**config.mk**
```make
export PLATFORM = sky130hd
export DESIGN_NAME = mfd_fault_fault_output_pin
export DESIGN_NICKNAME = d
export VERILOG_FILES = /design/src/rtl/mfd_pkg.sv /design/src/rtl/mfd_short_guard.sv /design/src/rtl/mfd_fault_fault_output_pin.sv
export SDC_FILE = /design/constraint.sdc
export NUM_CORES = 1
export LEC_CHECK = 0
export BUFFER_PORTS_ARGS = -buffer_cell sky130_fd_sc_hd__buf_2
export CORE_AREA = 3 3 100 102
export DETAILED_ROUTE_END_ITERATION = 8
export DIE_AREA = 0 0 103 105
export PLACE_DENSITY = 0.76
export REMOVE_ABC_BUFFERS = 1
export SYNTH_ARGS = -nofsm -noshare
export SYNTH_HDL_FRONTEND = slang
export SYNTH_SLANG_ARGS = --single-unit
```
**constraint.sdc**
```tcl
create_clock -name sys_clk -period 5.5 [get_ports sys_clk]
set_input_delay 0.55 -clock sys_clk [delete_from_list [all_inputs] [get_ports sys_clk]]
set_output_delay 0.55 -clock sys_clk [all_outputs]
set_load 0.01 [all_outputs]
```
**src/rtl/mfd_pkg.sv**
```systemverilog
// Package of the motor fault diagnostics block: register map, field
// positions, reset values, timing counts and threshold codes.
// Assumes a 100 MHz system clock and a classic Wishbone register bus.
package mfd_pkg;

   // Register byte offsets.
   localparam logic [7:0] REG_CONF   = 8'h00;
   localparam logic [7:0] REG_STATUS = 8'h04;
   localparam logic [7:0] REG_IRQST  = 8'h08;
   localparam logic [7:0] REG_IRQMSK = 8'h0c;

   // Configuration field positions.
   localparam int CONF_DRV_EN   = 0;
   localparam int CONF_TSEL_LO  = 1;
   localparam int CONF_STALL_EN = 3;
   localparam int CONF_MARK_STP = 4;
   localparam int CONF_PW143    = 5;
   localparam int CONF_USE_OTP  = 6;
   localparam int CONF_W        = 7;
   localparam logic [6:0] CONF_RESET = 7'h00;

   // Status word bit positions.
   localparam int ST_OT    = 0;
   localparam int ST_OTPW  = 1;
   localparam int ST_BRIDGE_A_GROUND_SHORT_FLAG  = 2;
   localparam int ST_BRIDGE_B_GROUND_SHORT_FLAG  = 3;
   localparam int ST_BRIDGE_A_SUPPLY_SHORT_FLAG = 4;
   localparam int ST_BRIDGE_B_SUPPLY_SHORT_FLAG = 5;
   localparam int ST_OLA   = 6;
   localparam int ST_OLB   = 7;
   localparam int ST_UV    = 8;
   localparam int ST_STALL = 9;
   localparam int ST_W     = 10;

   // Interrupt events share the low status layout.
   localparam int IRQ_W = 10;
   localparam logic [9:0] IRQ_MASK_RESET = 10'h000;

   // Temperature threshold pair selection codes.
   localparam logic [1:0] TSEL_143 = 2'h0;
   localparam logic [1:0] TSEL_150 = 2'h1;
   localparam logic [1:0] TSEL_157 = 2'h2;

   // Thresholds in degrees Celsius.
   localparam logic [7:0] TEMP_120 = 8'h78;
   localparam logic [7:0] TEMP_143 = 8'h8f;
   localparam logic [7:0] TEMP_150 = 8'h96;
   localparam logic [7:0] TEMP_157 = 8'h9d;

   // Number of short detections before a bridge is switched off.
   localparam logic [1:0] SHORT_RETRIES = 2'h3;

   // Short detect qualification time and its cycle count.
   localparam int SYS_CLK_MHZ      = 100;
   localparam int SHORT_QUAL_NS    = 100;
   localparam int SHORT_QUAL_CYC   = (SHORT_QUAL_NS * SYS_CLK_MHZ + 999) / 1000;

   typedef enum logic [1:0] {
      BR_RUN   = 2'b00,
      BR_RETRY = 2'b01,
      BR_OFF   = 2'b10
   } mfd_bridge_state_type;

endpackage

```
**src/rtl/mfd_short_guard.sv**
```systemverilog
// One bridge short protection unit: qualifies short pulses, retries and
// latches the bridge off until the driver is disabled.
// Assumes short inputs are already synchronised to sys_clk.
`timescale 1ns/10ps
`default_nettype none
module mfd_short_guard
   import mfd_pkg::*;
(
   input  wire logic sys_clk,
   input  wire logic rst,
   input  wire logic drvEnable,
   input  wire logic groundShort,
   input  wire logic supplyShort,
   output logic      bridgeOff,
   output logic      groundFlag,
   output logic      supplyFlag
);
   import mfd_pkg::*;

   typedef struct packed {
      mfd_bridge_state_type state;
      logic [1:0]           tries;
      logic [7:0]           qual;
      logic                 gnd;
      logic                 sup;
   } mfd_guard_type;

   mfd_guard_type cur_ff;
   mfd_guard_type nxt_cur;
   logic          anyShort;

   assign anyShort = groundShort | supplyShort;

   always_comb begin
      nxt_cur = cur_ff;
      case (cur_ff.state)
         BR_RUN: begin
            if (drvEnable && anyShort) begin
               nxt_cur.qual = cur_ff.qual + 8'h01;
               if (cur_ff.qual >= 8'(SHORT_QUAL_CYC - 1)) begin
                  // A short lasting the qualification time counts once.
                  nxt_cur.qual  = 8'h00;
                  nxt_cur.tries = cur_ff.tries + 2'h1;
                  nxt_cur.state = BR_RETRY;
               end
            end else begin
               nxt_cur.qual = 8'h00;
            end
         end
         BR_RETRY: begin
            // The bridge is briefly released; a third hit confirms.
            if (cur_ff.tries >= SHORT_RETRIES) begin
               nxt_cur.state = BR_OFF;
               nxt_cur.gnd   = groundShort;
               nxt_cur.sup   = supplyShort | ~groundShort;
            end else if (!anyShort) begin
               nxt_cur.state = BR_RUN;
            end else begin
               nxt_cur.state = BR_RUN;
            end
         end
         BR_OFF: begin
            if (!drvEnable) begin
               nxt_cur.state = BR_RUN;
               nxt_cur.tries = 2'h0;
               nxt_cur.gnd   = 1'b0;
               nxt_cur.sup   = 1'b0;
            end
         end
         default: nxt_cur.state = BR_RUN;
      endcase
      if (!drvEnable && cur_ff.state != BR_OFF) begin
         nxt_cur.tries = 2'h0;
      end
   end

   always_ff @(posedge sys_clk) begin
      if (rst) begin
         cur_ff <= '{BR_RUN, 2'h0, 8'h00, 1'b0, 1'b0};
      end else begin
         cur_ff <= nxt_cur;
      end
   end

   assign bridgeOff  = (cur_ff.state != BR_RUN);
   assign groundFlag = cur_ff.gnd;
   assign supplyFlag = cur_ff.sup;
endmodule
`default_nettype wire

```
**src/rtl/mfd_fault_fault_output_pin.sv**
```systemverilog
// Top of the motor fault diagnostics block: temperature protection, short
// guards for two bridges, open-load flags, fault and marker pins, and a
// Wishbone register slave with sticky interrupt status.
// Assumes analog comparators and stall detection give raw pin-level inputs.
//
// Chosen here: the register offsets and the Wishbone slave port.
`timescale 1ns/10ps
`default_nettype none
module mfd_fault_fault_output_pin
   import mfd_pkg::*;
(
   input  wire logic       sys_clk,
   input  wire logic       rst,
   // Wishbone slave.
   input  wire logic       wb_cyc_i,
   input  wire logic       wb_stb_i,
   input  wire logic       wb_we_i,
   input  wire logic [7:0] wb_adr_i,
   input  wire logic [3:0] wb_sel_i,
   input  wire logic [31:0] wb_dat_i,
   output logic [31:0]     wb_dat_o,
   output logic            wb_ack_o,
   output logic            irq,
   // Sensors and motion, asynchronous to sys_clk.
   input  wire logic [7:0] dieTemp,
   input  wire logic       shortGndA,
   input  wire logic       shortGndB,
   input  wire logic       shortSupA,
   input  wire logic       shortSupB,
   input  wire logic       underVoltage,
   input  wire logic       coilLowA,
   input  wire logic       coilLowB,
   input  wire logic       stallDetect,
   input  wire logic       stepDone,
   input  wire logic       stepAtZero,
   input  wire logic [1:0] otpTempSel,
   input  wire logic       otpPw143,
   // Outputs.
   output logic            bridgeAEnable,
   output logic            bridgeBEnable,
   output logic            faultOutputPin,
   output logic            markerPin
);
   import mfd_pkg::*;

   localparam int SYNC_W = 21;

   typedef struct packed {
      logic [SYNC_W-1:0] syncA;
      logic [SYNC_W-1:0] syncB;
      logic [CONF_W-1:0] conf;
      logic              ot;
      logic              otpw;
      logic              stepPrev;
      logic              marker;
      logic [IRQ_W-1:0]  irqSt;
      logic [IRQ_W-1:0]  irqMask;
      logic [ST_W-1:0]   statPrev;
      logic              ack;
      logic [31:0]       rdata;
   } mfd_top_type;

   mfd_top_type cur_ff;
   mfd_top_type nxt_cur;

   logic [SYNC_W-1:0] rawIn;
   logic [SYNC_W-1:0] syncIn;
   logic [7:0]        temp;
   logic              sGndA;
   logic              sGndB;
   logic              sSupA;
   logic              sSupB;
   logic              uv;
   logic              olA;
   logic              olB;
   logic              stall;
   logic              step;
   logic              atZero;
   logic [1:0]        sOtpSel;
   logic              sOtpPw;
   logic              offA;
   logic              offB;
   logic              gfA;
   logic              gfB;
   logic              sfA;
   logic              sfB;
   logic              drvEn;
   logic [1:0]        tsel;
   logic              pw143;
   logic [7:0]        shutLvl;
   logic [7:0]        warnLvl;
   logic [ST_W-1:0]   status;
   logic              wbReq;

   assign rawIn = {dieTemp, shortGndA, shortGndB, shortSupA, shortSupB,
                   underVoltage, coilLowA, coilLowB, stallDetect, stepDone,
                   stepAtZero, otpTempSel, otpPw143};
   // Two flops per input; only the second stage feeds any logic.
   assign syncIn = cur_ff.syncB;
   assign temp    = syncIn[20:13];
   assign sGndA   = syncIn[12];
   assign sGndB   = syncIn[11];
   assign sSupA   = syncIn[10];
   assign sSupB   = syncIn[9];
   assign uv      = syncIn[8];
   assign olA     = syncIn[7];
   assign olB     = syncIn[6];
   assign stall   = syncIn[5];
   assign step    = syncIn[4];
   assign atZero  = syncIn[3];
   assign sOtpSel = syncIn[2:1];
   assign sOtpPw  = syncIn[0];

   assign drvEn = cur_ff.conf[CONF_DRV_EN];

   // Straps pass the synchroniser too, as a strap may settle after reset.
   always_comb begin
      if (cur_ff.conf[CONF_USE_OTP]) begin
         // The 157 C pair is not reachable from the one-time setting.
         tsel  = (sOtpSel == TSEL_150) ? TSEL_150 : TSEL_143;
         pw143 = sOtpPw;
      end else begin
         tsel  = cur_ff.conf[CONF_TSEL_LO +: 2];
         pw143 = cur_ff.conf[CONF_PW143];
      end
      case (tsel)
         TSEL_150: begin
            shutLvl = TEMP_150;
            warnLvl = pw143 ? TEMP_143 : TEMP_120;
         end
         TSEL_157: begin
            shutLvl = TEMP_157;
            warnLvl = TEMP_143;
         end
         default: begin
            shutLvl = TEMP_143;
            warnLvl = TEMP_120;
         end
      endcase
   end

   mfd_short_guard u_guard_a (
      .sys_clk     (sys_clk),
      .rst         (rst),
      .drvEnable   (drvEn),
      .groundShort (sGndA),
      .supplyShort (sSupA),
      .bridgeOff   (offA),
      .groundFlag  (gfA),
      .supplyFlag  (sfA)
   );

   mfd_short_guard u_guard_b (
      .sys_clk     (sys_clk),
      .rst         (rst),
      .drvEnable   (drvEn),
      .groundShort (sGndB),
      .supplyShort (sSupB),
      .bridgeOff   (offB),
      .groundFlag  (gfB),
      .supplyFlag  (sfB)
   );

   always_comb begin
      status           = '0;
      status[ST_OT]    = cur_ff.ot;
      status[ST_OTPW]  = cur_ff.otpw;
      status[ST_BRIDGE_A_GROUND_SHORT_FLAG]  = gfA;
      status[ST_BRIDGE_B_GROUND_SHORT_FLAG]  = gfB;
      status[ST_BRIDGE_A_SUPPLY_SHORT_FLAG] = sfA;
      status[ST_BRIDGE_B_SUPPLY_SHORT_FLAG] = sfB;
      status[ST_OLA]   = olA;
      status[ST_OLB]   = olB;
      status[ST_UV]    = uv;
      status[ST_STALL] = stall;
   end

   assign wbReq = wb_cyc_i & wb_stb_i & ~cur_ff.ack;

   always_comb begin
      nxt_cur       = cur_ff;
      nxt_cur.syncA = rawIn;
      nxt_cur.syncB = cur_ff.syncA;

      // Temperature protection with hysteresis down to the warning level.
      nxt_cur.otpw = (temp > warnLvl);
      if (temp >= shutLvl) begin
         nxt_cur.ot = 1'b1;
      end else if (temp < warnLvl) begin
         nxt_cur.ot = 1'b0;
      end

      // Marker output: microstep zero or a toggle per step.
      nxt_cur.stepPrev = step;
      if (cur_ff.conf[CONF_MARK_STP]) begin
         if (step && !cur_ff.stepPrev) begin
            nxt_cur.marker = ~cur_ff.marker;
         end
      end else begin
         nxt_cur.marker = atZero;
      end

      // Sticky events on rising status bits; a read clears, a set wins.
      nxt_cur.statPrev = status;
      nxt_cur.ack      = wbReq;
      nxt_cur.rdata    = 32'h0000_0000;
      if (wbReq) begin
         if (wb_we_i) begin
            if (wb_adr_i == REG_CONF && wb_sel_i[0]) begin
               nxt_cur.conf = wb_dat_i[CONF_W-1:0];
            end
            if (wb_adr_i == REG_IRQMSK) begin
               if (wb_sel_i[0]) begin
                  nxt_cur.irqMask[7:0] = wb_dat_i[7:0];
               end
               if (wb_sel_i[1]) begin
                  nxt_cur.irqMask[9:8] = wb_dat_i[9:8];
               end
            end
         end else begin
            case (wb_adr_i)
               REG_CONF:   nxt_cur.rdata = {25'h0, cur_ff.conf};
               REG_STATUS: nxt_cur.rdata = {22'h0, status};
               REG_IRQST: begin
                  nxt_cur.rdata = {22'h0, cur_ff.irqSt};
                  nxt_cur.irqSt = '0;
               end
               REG_IRQMSK: nxt_cur.rdata = {22'h0, cur_ff.irqMask};
               default:    nxt_cur.rdata = 32'h0000_0000;
            endcase
         end
      end
      nxt_cur.irqSt = nxt_cur.irqSt | (status & ~cur_ff.statPrev);
   end

   always_ff @(posedge sys_clk) begin
      if (rst) begin
         cur_ff         <= '0;
         cur_ff.conf    <= CONF_RESET;
         cur_ff.irqMask <= IRQ_MASK_RESET;
      end else begin
         cur_ff <= nxt_cur;
      end
   end

   // Open-load flags deliberately take no part in the enables.
   assign bridgeAEnable = drvEn & ~cur_ff.ot & ~offA;
   assign bridgeBEnable = drvEn & ~cur_ff.ot & ~offB;
   assign faultOutputPin = cur_ff.ot | offA | offB | uv
                           | (stall & cur_ff.conf[CONF_STALL_EN]);
   assign markerPin = cur_ff.marker;
   assign irq       = |(cur_ff.irqSt & cur_ff.irqMask);
   assign wb_ack_o  = cur_ff.ack;
   assign wb_dat_o  = cur_ff.rdata;
endmodule
`default_nettype wire

```
Word-level counts from Yosys, hierarchy flattened
Cells that the tools add are included.

Flip-flop bits (word level): 144. Bits of input ports: 70. Output and inout bits: 38. Logic and storage cells: 148.

$add $sub $neg: 4. Magnitude comparators: 7. Equal/unequal tests: 21. Multiplexer cells: 36. Bitwise gates (word level): 26. Reduce and logical (&&, ||, !) cells: 31.

Operators by type and width (count): 2-to-1 mux 10 bit (4); case mux 10 bit (4 select lines) (1); 2-to-1 mux 8 bit (4); 2-to-1 mux 12 bit (2); AND 10 bit (2); 2-to-1 mux 20 bit (1); adder 8 x 1 -> 8 bit, second input constant (2); == test 8 x 4 -> 1 bit, second input constant (2); greater-or-equal comparator 8 x 4 -> 1 bit, second input constant (2); case mux 2 bit (2 select lines) (4); case mux 8 bit (2 select lines) (1); AND reduction 4 bit (4); AND reduction 3 bit (5); 2-to-1 mux 2 bit (7); != test 2 x 1 -> 1 bit, second input constant (7); nonzero test 2 bit (7); 2-to-1 mux 4 bit (3); case mux 2 bit (3 select lines) (2); inverter 10 bit (1); bitwise OR 10 bit (1); case mux 5 bit (2 select lines) (1); OR reduction 10 bit (1); == test 2 x 1 -> 1 bit, second input constant (4); == test 8 x 3 -> 1 bit, second input constant (1); other kinds (17) (56).

Depth between registers and ports, before layout
Depth in word-level cells: 8. Gate-level depth with buffers: 11. Depth with buffers taken out: 11.

Modules after synthesis
From an unflattened synthesis, not the netlist that was laid out.

Cell total of the unflattened synthesis: 485. Area, all modules: 5057.4 µm².

By module, submodules not included: mfd_fault_fault_output_pin (instances 1, cells each 349, area an instance 3733.6 µm², sequential area each 1881.8 µm²); mfd_short_guard (instances 2, cells each 68, area an instance 661.9 µm², sequential area each 280.3 µm²).

Worst setup path before layout
No wires, ideal clock.

Path kind: reg-to-reg. Start point: register cur_ff[68] in the netlist's numbering. End point: register cur_ff[66] in the netlist's numbering. Setup time: 130 ps. Arrival: 1962 ps. Required time: 5370 ps. Path slack: 3409 ps. Cell stages (with the launch flop): 10. Buffers on the path: 0. Clock period less this slack: 2091 ps. Cell sequence: dfxtp_1 inv_1 o21ai_0 ha_1 inv_1 ha_1 nand2b_1 a211o_1 a2111oi_0 o32ai_1.

Longest elaborated chain between the ends: 5. Elaborated cells on any way between the ends: 9. Those cells by class: order compare: 2; eq/ne: 2; mux: 4; reduce/logical: 1.

RTL lines: from (decl) (line mfd_fault_fault_output_pin.sv:63) `mfd_top_type cur_ff;`; from (signal assigned) (line mfd_fault_fault_output_pin.sv:242) `cur_ff <= nxt_cur;`; 2-to-1 mux 2 bit * (line mfd_fault_fault_output_pin.sv:118) `if (cur_ff.conf[CONF_USE_OTP]) begin`; == test 2 bit / == test 2 x 1 -> 1 bit (equally long branches) (line mfd_fault_fault_output_pin.sv:126) `case (tsel)`; case mux 5 bit (2 select lines) / case mux 8 bit (2 select lines) (equally long branches) (line mfd_fault_fault_output_pin.sv:126); greater-or-equal comparator 8 bit / less-than comparator 8 bit (equally long branches) (line mfd_fault_fault_output_pin.sv:187, mfd_fault_fault_output_pin.sv:189); 2-to-1 mux 1 bit / nonzero test 2 bit (equally long branches).

Every way passes the cells marked *; elsewhere a longest branch is shown, timed or not. A chain may end at the register's enable or synchronous reset.

Worst setup path in the final report
Ends and elaborated chain as after synthesis.

==> out/results.tsv <==
stage	metric	value	unit
outcome	status	completed	
synthesis	synth_compound_area_frac	0.0862	
timing	relSlewSlack	0.421	
synthesis	synthXorXnorAreaFrac	0.00175	
clocking	cts_max_path_buffers	2	
synthesis	synthFlopType	dfxtp_1	
die	start_util	0.545	
synthesis	seq_area_frac_synth	0.488	
synthesis	synth_top_area_frac	0.488	
drt	drc	0	
synthesis	synth-seq-cells	122	
die	core	9200	µm²
clocking	clk_latency	520	ps
cells_and_area	num_antenna_cells	0	
die	io_pins	108	
synthesis	synth.distinct_cells	47	
drt	wl	9.71	mm
pwr	p_leak	2.47	nW
setup_path	arrival	2860	ps
drt	ant_nets	0	
synthesis	synth_edf_count	0	
synthesis	yosysTopAreaCell	dfxtp_1	
placed_design	dp_cells	627	
timing	hold_violations	0	
clocking	cts_resized	0	
pwr	max-vdd-ir-drop	0.206	mV
setup_path	path_class	reg -> reg	
clocking	cts_setup_buffers	0	
synthesis	syn_inst	485	
setup_path	r2r-end	cur_ff[66]	
die	die_area	10800	µm²
placed_design	dpl.hpwl	6.51	mm
synthesis	async_flop_share	0	
global_routing	grt_pass1_vias	3392	
clocking	path_clk_slew	60	ps
synthesis	synth_top_family_by_area	simple AND/OR/NAND/NOR gates	
drt	vias	3469	
setup_path	crit_fanout	3	
global_routing	grt_max_degree	58	
drt	drt-initial-drc-count	148	
synthesis	syn-cell-area	5010	µm²
setup_path	critPathLaunchType	flip-flop	
global_routing	antenna_found_initial	0	
min_path	min_path_type	in -> reg	
clocking	cts_sinks	122	
global_routing	grt_pass1_wl	15.7	mm
timing	rsz0062_at_grt	no	
setup_path	worstSetupEndpointType	flip-flop	
cells_and_area	utilization	0.628	
setup_path	r2r_cells	9	
die	die_w	103	µm
timing	fmax	403	MHz
synthesis	synth_mux_area_frac	0.0824	
synthesis	synthAdderAreaFrac	0.0575	
die	row_count	35	
clocking	cts_tree	done	
min_path	hold_end	cur_ff[109]	
timing	finClkSkew	10.6	ps
clocking	root_buffer	clkbuf_8	
timing	tns	0	ps
pwr	powerDensity	350	nW/µm²
global_routing	gr-total-overflow	0	
global_routing	grt.total_usage	0.184	
synthesis	ys_top_cells_by_area	dfxtp_1 (49%), nor2b_1 (7.0%), ha_1 (5.7%)	
clocking	h-tree-depth	4	
cells_and_area	drive_above_1_share	0.217	
synthesis	synthSimpleGateAreaFrac	0.202	
die	die_h	105	µm
min_path	hold_path_depth	2	
clocking	hold_buffers	0	
drt	vias_per_cell	5.26	
timing	tightest_slew	863	ps
drt	first_pass_iters	5	
timing	final_max_slew_viol_count	0	
drt	wl_per_cell	14.7	µm
min_path	hold_start	dieTemp[1]	
clocking	cts_buffers	17	
setup_path	cp_data_required_time	5870	ps
cells_and_area	nets	628	
setup_path	r2r-start	cur_ff[68]	
cells_and_area	final_cells	659	
synthesis	syn_avg_cell_area	10.3	µm²
timing	fin_crit	2480	ps
placed_design	io_buffers	61	
job	maxCapViolCount	0	
timing	setup-violations-final	0	
setup_path	rrSetupSlack	3020	ps
cells_and_area	syn_to_final_growth	15.3	%
placed_design	place_congestion	0.803	
timing	fin_crit_sh	0.451	
synthesis	ys.warnings.count	0	
logic make-up (layout without fill, tap and decap cells):
family | count (synthesis) | in the layout
AO/OA/AOI/OAI | 57 | 57
XOR/XNOR | 1 | 1
adder cells (fa/ha/maj) | 23 | 23
buffers and inverters | 76 | 118
flip-flops | 122 | 122
multiplexers | 32 | 32
other | 1 | 22
AND/OR/NAND/NOR | 173 | 173
power breakdown:
group	switching [mW]	internal, mW
combinational	0.0428	0.0319
sequential	0.00802	0.902
clock	0.426	0.610
worst max path at each step:
stage                 endpoint  slack, ps  depth (start not counted)         from
CTS                 cur_ff[66]       2980                          9   cur_ff[68]
detailed placement  cur_ff[56]       2990                          5  wb_adr_i[7]
global route        cur_ff[66]       2770                          9   cur_ff[68]
floorplan           cur_ff[67]       3370                          4  wb_adr_i[7]
global placement    cur_ff[60]       3000                          5  wb_adr_i[7]
finish              cur_ff[66]       3020                          9   cur_ff[68]
worst max-delay path, stage by stage (launching register included):
cell       delay [ps]
dfxtp_1           360
inv_1              50
o21ai_0           320
ha_1              240
inv_1              50
ha_1              250
nand2b_1          130
a211o_1           280
a2111oi_0         540
o32ai_1           140
cell usage in the layout (no fill, tap or decap), types with 4 or more instances in the layout:
cell	count
buf_2	61
nand2_1	16
inv_6	6
mux2i_1	21
nor3b_1	8
nand3b_1	10
nor2b_1	56
nand4_1	5
and3_1	7
ha_1	23
nand3_1	4
inv_1	24
clkbuf_16	16
a22o_1	10
nand2b_1	6
a31oi_1	4
mux4_2	7
mux2_2	4
nor2_1	40
a21oi_1	17
dfxtp_1	122
conb_1	22
o21ai_0	6
a22oi_1	8
or3b_2	6
through the flow:
step | setup WS, ps | hold slack [ps] | instance area [µm²] | total power [mW]
final | 3020 | 240 | 5780 | 2.02
after global routing | 2770 | 241 | 5780 | 2.09
after CTS | 2980 | 231 | 5780 | 2.04
after detailed placement | 2990 | 423 | 5220 | 1.00
after global placement | 3000 | 389 | 5220 | 1.00
after floorplan | 3370 | 382 | 4770 | 0.963
flip-flops by register name (all words and copies together), names as in the netlist:
signal,flops
u_guard_a.supplyFlag,1
syncIn,21
u_guard_b.groundFlag,1
wb_dat_o,10
u_guard_b.cur_ff,12
u_guard_a.cur_ff,12
wb_ack_o,1
u_guard_b.supplyFlag,1
markerPin,1
cur_ff,61
u_guard_a.groundFlag,1
layer usage:
layer / GRT usage / up-vias / wire length [µm]
met1: 0.222 / 1664 / 4160
met2: 0.313 / 80 / 4950
met5: 0 / - / 0
li1: - / 1714 / -
met3: 0.0521 / 11 / 497
met4: 0.0555 / 0 / 98
synthesized netlist by cell type, types with 2 or more instances:
library cell	n
dfxtp_1	122
nor2b_1	56
nor2_1	40
buf_4	32
inv_1	24
ha_1	23
mux2i_1	21
a21oi_1	17
nand2_1	16
clkbuf_1	12
a22o_1	10
nand3b_1	10
a22oi_1	8
nor3b_1	8
and3_1	7
mux4_2	7
nand2b_1	6
o21ai_0	6
or3b_2	6
buf_1	5
nand4_1	5
a31oi_1	4
mux2_2	4
nand3_1	4
or2_2	3
or4_1	3
a2111oi_4	2
a211oi_1	2
buf_2	2
nand4b_1	2
or3_1	2
final cells by class:
cell class,instances,area (µm²)
Multi-Input combinational cell,308,2240
Tap cell,111,139
Timing Repair Buffer,62,313
Inverter,24,90.1
Clock buffer,18,418
Fill cell,729,3420
Sequential cell,122,2440
Clock inverter,14,138
No activity file was read; power rests on OpenSTA's default activity.
